File: config.mk
export PLATFORM = sky130hd
export DESIGN_NAME = rtc_alarm_trim_squarewave
export DESIGN_NICKNAME = d
export VERILOG_FILES = /design/src/rtl/rtc_pkg.sv /design/src/rtl/osc_edge_filter.sv /design/src/rtl/rtc_alarm_trim_squarewave.sv
export VERILOG_INCLUDE_DIRS = /design/src /design/src/rtl
export SDC_FILE = /design/constraint.sdc
export NUM_CORES = 1
export LEC_CHECK = 0
export BUFFER_PORTS_ARGS = -buffer_cell sky130_fd_sc_hd__buf_4
export CORE_MARGIN = 3
export CORE_UTILIZATION = 50
export DETAILED_ROUTE_END_ITERATION = 8
export PLACE_DENSITY = 0.78
export REMOVE_ABC_BUFFERS = 1
export SYNTH_ARGS = -nofsm -noshare
export SYNTH_HDL_FRONTEND = slang
export SYNTH_SLANG_ARGS = --single-unit
File: constraint.sdc
create_clock -name clk -period 4.5 [get_ports clk]
set_input_delay 0.45 -clock clk [delete_from_list [all_inputs] [get_ports clk]]
set_output_delay 0.45 -clock clk [all_outputs]
set_load 0.01 [all_outputs]
File: src/rtl/rtc_params.svh
// Purpose: Constants of the alarm-stop, tick trim and square-wave block.
// Assumes: Included by its bare name; definitions only.
// Notes: Offsets are the register numbers used on the control interface.
`ifndef RTC_PARAMS_SVH
`define RTC_PARAMS_SVH

`define ADDR_POWER_MANAGEMENT_FIVE 8'h0C
`define ADDR_CLOCK_TIME_CONTROL 8'h17
`define ADDR_TICK_TRIM_CONTROL 8'hDA

`define BIT_TICK_ENABLE 11
`define BIT_TICK_STATUS 14
`define BIT_ALARM_STOP_REQUEST 9
`define BIT_ALARM_STOP_STATUS 8
`define TRIM_MSB 9
`define TRIM_FRAC_BITS 6
`define SQW_SEL_MSB 3

`define RST_TICK_ENABLE 1'b1
`define RST_TICK_STATUS 1'b0
`define RST_ALARM_STOP_REQUEST 1'b1
`define RST_ALARM_STOP_STATUS 1'b1
`define RST_SQW_SEL 4'h0
`define RST_TRIM 10'h000

`define XTAL_NOMINAL_HZ 32768

`endif

File: src/rtl/rtc_pkg.sv
// Purpose: Types shared by the tick trim block.
// Assumes: Nothing beyond the parameter header.
// Notes: Field widths follow the register layout.
package rtc_pkg;
	typedef logic [9:0] trim_t;
	typedef logic [3:0] sqw_sel_t;
	typedef logic [15:0] reg_word_t;
	typedef logic [15:0] tick_count_t;
endpackage : rtc_pkg

File: src/rtl/osc_edge_filter.sv
// Purpose: Bring the crystal oscillator into the system clock domain.
// Assumes: Oscillator far slower than clk.
// Notes: A change counts once the second and third stages agree.
`timescale 1ns/1ps
module osc_edge_filter (
	input wire logic clk,
	input wire logic rstSyncN,
	input wire logic oscIn,
	output logic oscRise
);
	typedef struct packed {
		logic s1;
		logic s2;
		logic s3;
		logic level;
		logic rise;
	} filt_t;

	filt_t q_r;
	filt_t q_nxt;

	always_comb begin
		q_nxt = q_r;
		q_nxt.s1 = oscIn;
		q_nxt.s2 = q_r.s1;
		q_nxt.s3 = q_r.s2;
		q_nxt.rise = 1'b0;
		if (q_r.s2 == q_r.s3 && q_r.s3 != q_r.level) begin
			q_nxt.level = q_r.s3;
			q_nxt.rise = q_r.s3;
		end
	end

	always_ff @(posedge clk or negedge rstSyncN) begin
		if (!rstSyncN) begin
			q_r <= '0;
		end else begin
			q_r <= q_nxt;
		end
	end

	assign oscRise = q_r.rise;
endmodule : osc_edge_filter

File: src/rtl/rtc_alarm_trim_squarewave.sv
// Purpose: Alarm-stop handshake, trimmed one-second tick and square-wave output.
// Assumes: Time and alarm fields come from same-clock logic; oscillator is a pin.
// Notes: Register writes are single-cycle strobes from the control interface.
`timescale 1ns/1ps
`include "rtc_params.svh"
module rtc_alarm_trim_squarewave
	import rtc_pkg::*;
#(
	parameter int XTAL_HZ = `XTAL_NOMINAL_HZ,
	parameter int COUNT_W = 16
) (
	input wire logic clk,
	input wire logic rstn,
	input wire logic xtalOsc,
	input wire logic [7:0] regAddr,
	input wire logic [15:0] regWrData,
	input wire logic regWrEn,
	output logic [15:0] regRdData,
	input wire logic securityUnlock,
	input wire logic [6:0] curSecs,
	input wire logic [6:0] curMins,
	input wire logic [4:0] curHrs,
	input wire logic curPm,
	input wire logic [3:0] curDay,
	input wire logic [5:0] curDate,
	input wire logic [4:0] curMth,
	input wire logic [6:0] almSecs,
	input wire logic [6:0] almMins,
	input wire logic [4:0] almHrs,
	input wire logic almPm,
	input wire logic [3:0] almDay,
	input wire logic [5:0] almDate,
	input wire logic [4:0] almMth,
	output logic alarmEvent,
	output logic secondTick,
	output logic squareWavePin
);
	// The compare against lastCount and the bit-15 overrun test assume this exact counter.
	if (XTAL_HZ != `XTAL_NOMINAL_HZ || COUNT_W != 16) begin : gBadParams
		$error("Tick counter built only for a 32768 Hz crystal and 16-bit count.");
	end

	////////////////////////////////////////////////////////////////////////////////
	// Reset release and oscillator input.

	logic rstMeta_r;
	logic rstSyncN;

	always_ff @(posedge clk or negedge rstn) begin
		if (!rstn) begin
			rstMeta_r <= 1'b0;
			rstSyncN <= 1'b0;
		end else begin
			rstMeta_r <= 1'b1;
			rstSyncN <= rstMeta_r;
		end
	end

	logic oscRise;

	osc_edge_filter oscFilter (
		.clk(clk),
		.rstSyncN(rstSyncN),
		.oscIn(xtalOsc),
		.oscRise(oscRise)
	);

	////////////////////////////////////////////////////////////////////////////////
	// Helpers.

	// A field whose alarm value is all ones matches any time.
	function automatic logic fieldHit(input logic [6:0] cur, input logic [6:0] alm, input logic [6:0] ones);
		fieldHit = ((alm & ones) == ones) || (cur == alm);
	endfunction : fieldHit

	// Square wave bit for select code n is counter bit 15-n, low while the
	// counter runs past the nominal second during a long trimmed period.
	function automatic logic squareBit(input tick_count_t cnt, input sqw_sel_t sel);
		logic [3:0] idx;
		idx = 4'hF - sel;
		if (sel == 4'h0 || cnt[15]) begin
			squareBit = 1'b0;
		end else begin
			squareBit = cnt[idx];
		end
	endfunction : squareBit

	////////////////////////////////////////////////////////////////////////////////
	// State.

	typedef struct packed {
		logic tickEna;
		logic tickSts;
		logic almReq;
		logic almSts;
		sqw_sel_t sqwSel;
		trim_t trim;
		logic [5:0] fracAcc;
		tick_count_t cnt;
		logic matchPrev;
		logic alarmEvent;
		logic secondTick;
		logic sqWave;
		reg_word_t rdData;
	} state_t;

	state_t q_r;
	state_t q_nxt;

	logic timeMatch;
	logic [6:0] fracSum;
	tick_count_t lastCount;

	always_comb begin
		timeMatch = fieldHit(curSecs, almSecs, 7'h7F) && fieldHit(curMins, almMins, 7'h7F)
			&& ((&almHrs) || {curPm, curHrs} == {almPm, almHrs})
			&& fieldHit({3'h0, curDay}, {3'h0, almDay}, 7'h0F)
			&& fieldHit({1'h0, curDate}, {1'h0, almDate}, 7'h3F)
			&& fieldHit({2'h0, curMth}, {2'h0, almMth}, 7'h1F);
		// The fraction of the trim accumulates; each carry adds one more
		// oscillator period, so the error averages out over seconds.
		fracSum = {1'b0, q_r.fracAcc} + {1'b0, q_r.trim[5:0]};
		lastCount = 16'h7FFF + {{12{q_r.trim[`TRIM_MSB]}}, q_r.trim[9:6]} + {15'h0000, fracSum[6]};
	end

	always_comb begin
		q_nxt = q_r;
		q_nxt.alarmEvent = 1'b0;
		q_nxt.secondTick = 1'b0;
		q_nxt.matchPrev = timeMatch;

		if (regWrEn) begin
			if (regAddr == `ADDR_POWER_MANAGEMENT_FIVE) begin
				q_nxt.tickEna = regWrData[`BIT_TICK_ENABLE];
			end else if (regAddr == `ADDR_TICK_TRIM_CONTROL) begin
				q_nxt.tickEna = regWrData[`BIT_TICK_ENABLE];
				if (securityUnlock) begin
					q_nxt.trim = regWrData[`TRIM_MSB:0];
				end
			end else if (regAddr == `ADDR_CLOCK_TIME_CONTROL) begin
				q_nxt.almReq = regWrData[`BIT_ALARM_STOP_REQUEST];
				q_nxt.sqwSel = regWrData[`SQW_SEL_MSB:0];
			end
		end

		// Status bits change only on an oscillator edge, after the request
		// has been sampled there; software never writes them.
		if (oscRise) begin
			q_nxt.tickSts = q_r.tickEna;
			q_nxt.almSts = q_r.almReq;
			if (q_r.tickSts) begin
				if (q_r.cnt >= lastCount) begin
					q_nxt.cnt = 16'h0000;
					q_nxt.fracAcc = fracSum[5:0];
					q_nxt.secondTick = 1'b1;
				end else begin
					q_nxt.cnt = q_r.cnt + 16'h0001;
				end
			end
		end

		// Alarms stay silent while either the request or the status says stopped.
		if (timeMatch && !q_r.matchPrev && !q_r.almReq && !q_r.almSts) begin
			q_nxt.alarmEvent = 1'b1;
		end

		q_nxt.sqWave = squareBit(q_nxt.cnt, q_r.sqwSel);

		q_nxt.rdData = 16'h0000;
		if (regAddr == `ADDR_POWER_MANAGEMENT_FIVE) begin
			q_nxt.rdData[`BIT_TICK_ENABLE] = q_r.tickEna;
		end else if (regAddr == `ADDR_TICK_TRIM_CONTROL) begin
			q_nxt.rdData[`BIT_TICK_STATUS] = q_r.tickSts;
			q_nxt.rdData[`BIT_TICK_ENABLE] = q_r.tickEna;
			q_nxt.rdData[`TRIM_MSB:0] = q_r.trim;
		end else if (regAddr == `ADDR_CLOCK_TIME_CONTROL) begin
			q_nxt.rdData[`BIT_ALARM_STOP_REQUEST] = q_r.almReq;
			q_nxt.rdData[`BIT_ALARM_STOP_STATUS] = q_r.almSts;
			q_nxt.rdData[`SQW_SEL_MSB:0] = q_r.sqwSel;
		end
	end

	always_ff @(posedge clk or negedge rstSyncN) begin
		if (!rstSyncN) begin
			q_r <= '0;
			q_r.tickEna <= `RST_TICK_ENABLE;
			q_r.tickSts <= `RST_TICK_STATUS;
			q_r.almReq <= `RST_ALARM_STOP_REQUEST;
			q_r.almSts <= `RST_ALARM_STOP_STATUS;
			q_r.sqwSel <= `RST_SQW_SEL;
			q_r.trim <= `RST_TRIM;
		end else begin
			q_r <= q_nxt;
		end
	end

	assign regRdData = q_r.rdData;
	assign alarmEvent = q_r.alarmEvent;
	assign secondTick = q_r.secondTick;
	assign squareWavePin = q_r.sqWave;
endmodule : rtc_alarm_trim_squarewave

==> run summary <==
======================================================================================
Post-route met1 wirelength ..............................................      3698 µm
Via density per instance ................................................        5.405
Critical path capture point type ........................................         flop
Placed standard-cell area ............................................... 0.004865 mm²
Number of cells on the worst reg-to-reg path ............................           22
Run status .............................................................. complete, no violations
Worst Hold Path EP ...................................................... oscFilter.q_nxt[3]
GP Congestion ...........................................................       0.8900
Fin. max-slew vios ......................................................            0
Launching point of the worst reg2reg path ...............................      q_r[42]
Layout cell share with drive strength beyond 1 ..........................       32.23%
Count of synthesis-stage warnings from yosys ............................            0
Leading cell type by number of instances after synthesis ................      dfrtp_1
Post-route cell area .................................................... 0.005096 mm²
Required time worst endpoint ............................................      4.75 ns
Area of the mapped netlist .............................................. 0.004094 mm²
Number of distinct library cells after synthesis ........................           59
Final worst-path cycle share ............................................       91.57%
Total power divided by cell area ........................................ 345.4 mW/mm²
Clock tree root driver cell .............................................     clkbuf_8
Die W ...................................................................     96.49 µm
Routed len/inst .........................................................     14.83 µm
Nets ....................................................................          639
Number of global-route vias before repair ...............................        3,409
Initial antenna violation count .........................................            0
Area growth syn-to-layout ...............................................       24.48%
Area inside the core boundary ........................................... 0.007848 mm²
Reg2Reg Setup Slack .....................................................      0.38 ns
Clock insertion delay at the later pin of the skew report ...............      0.34 ns
Depth of the worst hold-timing path .....................................            1
Met3 wire len ...........................................................       722 µm
Primary FF master, synth ................................................      dfrtp_1
Skew final ..............................................................  0.006869 ns
Top metal layer carrying routed signals .................................         met4
H-tree Lvls .............................................................            3
Clock slew at the register clock pins of the worst setup and hold paths .      0.07 ns
Top cells by count, synth ............................................... dfrtp_1 (60), nand2_1 (32), xnor2_1 (30), ha_1 (29), nor2_1 (25)
Drt pass-1 iters ........................................................            4
Startpoint of the most critical hold path ...............................      xtalOsc
Global-route wire length before repair ..................................    15,260 µm
Detailed Route Iter0 Violations .........................................          114
Peak supply drop ........................................................     133.9 µV
Number of enable flip-flop cells after synthesis ........................            0
Worst slew margin relative to its limit .................................       42.50%
Sequential area share after synthesis ...................................       38.60%
Slew @ Worst Pin ........................................................    0.8594 ns
Total of fill cells in the finished design ..............................          621
Start-to-end type of the worst setup path ............................... flop to flop
Pin count of the biggest net entering global routing ....................           62
Final global-route overflow total .......................................            0
RSZ-0062 raised after global routing ....................................        false
Total number of vias ....................................................        3,335
CTS Sinks ...............................................................           63
Flop and latch count out of synthesis ...................................           63
Lkg Pwr .................................................................     2.412 nW
Fin crit period .........................................................     4.121 ns
Total Neg Setup Slack ...................................................         0 ns
Post-route antenna net violation count ..................................            0
WL final ................................................................      9151 µm
Hold/Removal Path Class ................................................. input port to flop
Clock tree from TritonCTS ...............................................        built
Met2 wire len ...........................................................      4586 µm
Final hold viol count ...................................................            0
Maximum clock frequency .................................................   0.2427 GHz
Deepest clock path buffer count .........................................            2
Post-Synthesis Cells ....................................................          409
Cts bufs inserted .......................................................            9
Share of the synthesized area in the top cell type ......................       36.67%
Drc violations ..........................................................            0
Total routing resource utilization after global routing .................       21.18%
Synth area leaders ...................................................... dfrtp_1 (37%), ha_1 (8.9%), xnor2_1 (6.4%)
Worst Setup Start Kind ..................................................         flop
HPWL reported at the end of detailed placement ..........................      7277 µm
Max-cap check violation count ...........................................            0
Worst flop-to-flop path endpoint ........................................ squareWavePin
DIE AREA ................................................................ 0.009309 mm²
Number of buffer cells added on primary ports ...........................          108
Num ports ...............................................................          118
Data arrival time at the worst-slack endpoint ...........................      4.37 ns
Crit path max fanout ....................................................           16
Effective utilization at floorplan ......................................       52.17%
Row count ...............................................................           32
Antenna Cells ...........................................................            0
Post-synthesis area per instance ........................................    10.01 µm²
Overall die height ......................................................     96.49 µm
Total setup violations reported at the end of the flow ..................            0
Async set-reset flop share out of synthesis .............................       100.0%
Biggest area consumer among synthesized cells ...........................      dfrtp_1
======================================================================================
## cell usage in the layout, fill, tap and decap left out, types with 4 or more instances in the layout
cell type	count
buf_4	112
dfrtp_1	59
nand2_1	32
xnor2_1	30
ha_1	29
nor2_1	25
xor2_1	24
mux2_2	19
nand4_1	15
inv_1	14
a21oi_1	14
nand3_1	14
o21ai_0	14
nor3_1	10
clkbuf_8	9
and2_1	8
a22o_1	6
nor4_1	5
conb_1	5
a21o_1	4
a31oi_1	4
a211oi_1	4
## power by group
part           switching (mW)  total, mW  internal, mW  leakage, nW
Combinational           0.259      0.520         0.261         1.53
Clock                   0.231      0.488         0.256       0.0956
Sequential              0.120      0.752         0.633        0.788
## critical path, stage by stage, from the launching register on
cell	delay [ns]
dfrtp_1	0.41
ha_1	0.22
inv_1	0.07
fa_1	0.21
inv_1	0.05
a21oi_1	0.13
o21bai_1	0.12
a21o_1	0.19
a21oi_1	0.22
ha_1	0.24
nand3_1	0.09
ha_1	0.29
inv_1	0.07
ha_1	0.30
nand4_1	0.15
nor3_1	0.20
a31oi_1	0.11
nand2_2	0.14
nand2_4	0.13
inv_6	0.16
nor2_1	0.08
nand4b_1	0.19
o32ai_2	0.26
## worst max path at each step
stage,from,endpoint,slack [ns],depth (start not counted)
6_report,q_r[42],squareWavePin,0.38,22
4_1_cts,q_r[42],squareWavePin,0.30,22
3_5_place_dp,q_r[42],squareWavePin,0.33,22
5_1_grt,q_r[42],squareWavePin,0.02,22
2_1_floorplan,q_r[42],squareWavePin,0.87,20
3_3_place_gp,q_r[42],squareWavePin,0.46,22
## sequential cells by signal, summed over array words and instances (netlist names)
name               flops
squareWavePin          1
q_r                   41
regRdData             12
rstSyncN               1
oscFilter.q_nxt        2
alarmEvent             1
rstMeta_r              1
oscFilter.oscRise      1
oscFilter.q_r          2
secondTick             1
## area by class of cell
class                      count  area, µm²  share of cell area, %
timing repair buffer         113      850.8                  16.70
clock buffer                   9      123.9                  2.431
multi-input combinational    308       2278                  44.71
clock inverter                 7      72.57                  1.424
sequential                    63       1582                  31.03
tap                          102      127.6                  2.504
inverter                      15      61.31                  1.203
## cell families (layout without fill, tap and decap cells)
logic type / count (synthesis) / after routing / share of synthesized area [%]
flip-flops: 63 / 63 / 38.60
other: 2 / 5 / 0.1834
multiplexers: 23 / 23 / 6.510
XOR/XNOR: 54 / 54 / 11.55
AND/OR/NAND/NOR: 138 / 138 / 18.43
adder cells (fa/ha/maj): 31 / 31 / 9.597
buffers and inverters: 41 / 144 / 6.021
AO/OA/AOI/OAI: 57 / 57 / 9.108
## layer usage
layer	vias to the layer above	global-route usage (%)
met5	-	0
met4	0	6.893
met3	18	5.887
met2	143	36.67
met1	1550	25.43
li1	1624	-
## what timing repair did
item,in CTS,in global routing
gates resized for setup,0,1
endpoints found under the setup margin,0,1
endpoints found under the hold margin,2,0
hold buffers,1,0
setup buffers,0,3
## metrics by stage
step	hold slack, ns	std cells	total power [mW]	setup slack [ns]	utilization (%)
finish	0.2231	617	1.760	0.3792	64.94
global route	0.1985	617	1.887	0.02237	64.94
CTS	0.2154	614	1.753	0.3006	64.62
detailed placement	0.2338	597	1.259	0.3332	61.99
global placement	0.2329	597	1.234	0.4569	61.99
floorplan	0.1544	386	1.074	0.8664	-
(Power assumes the default switching activity.)
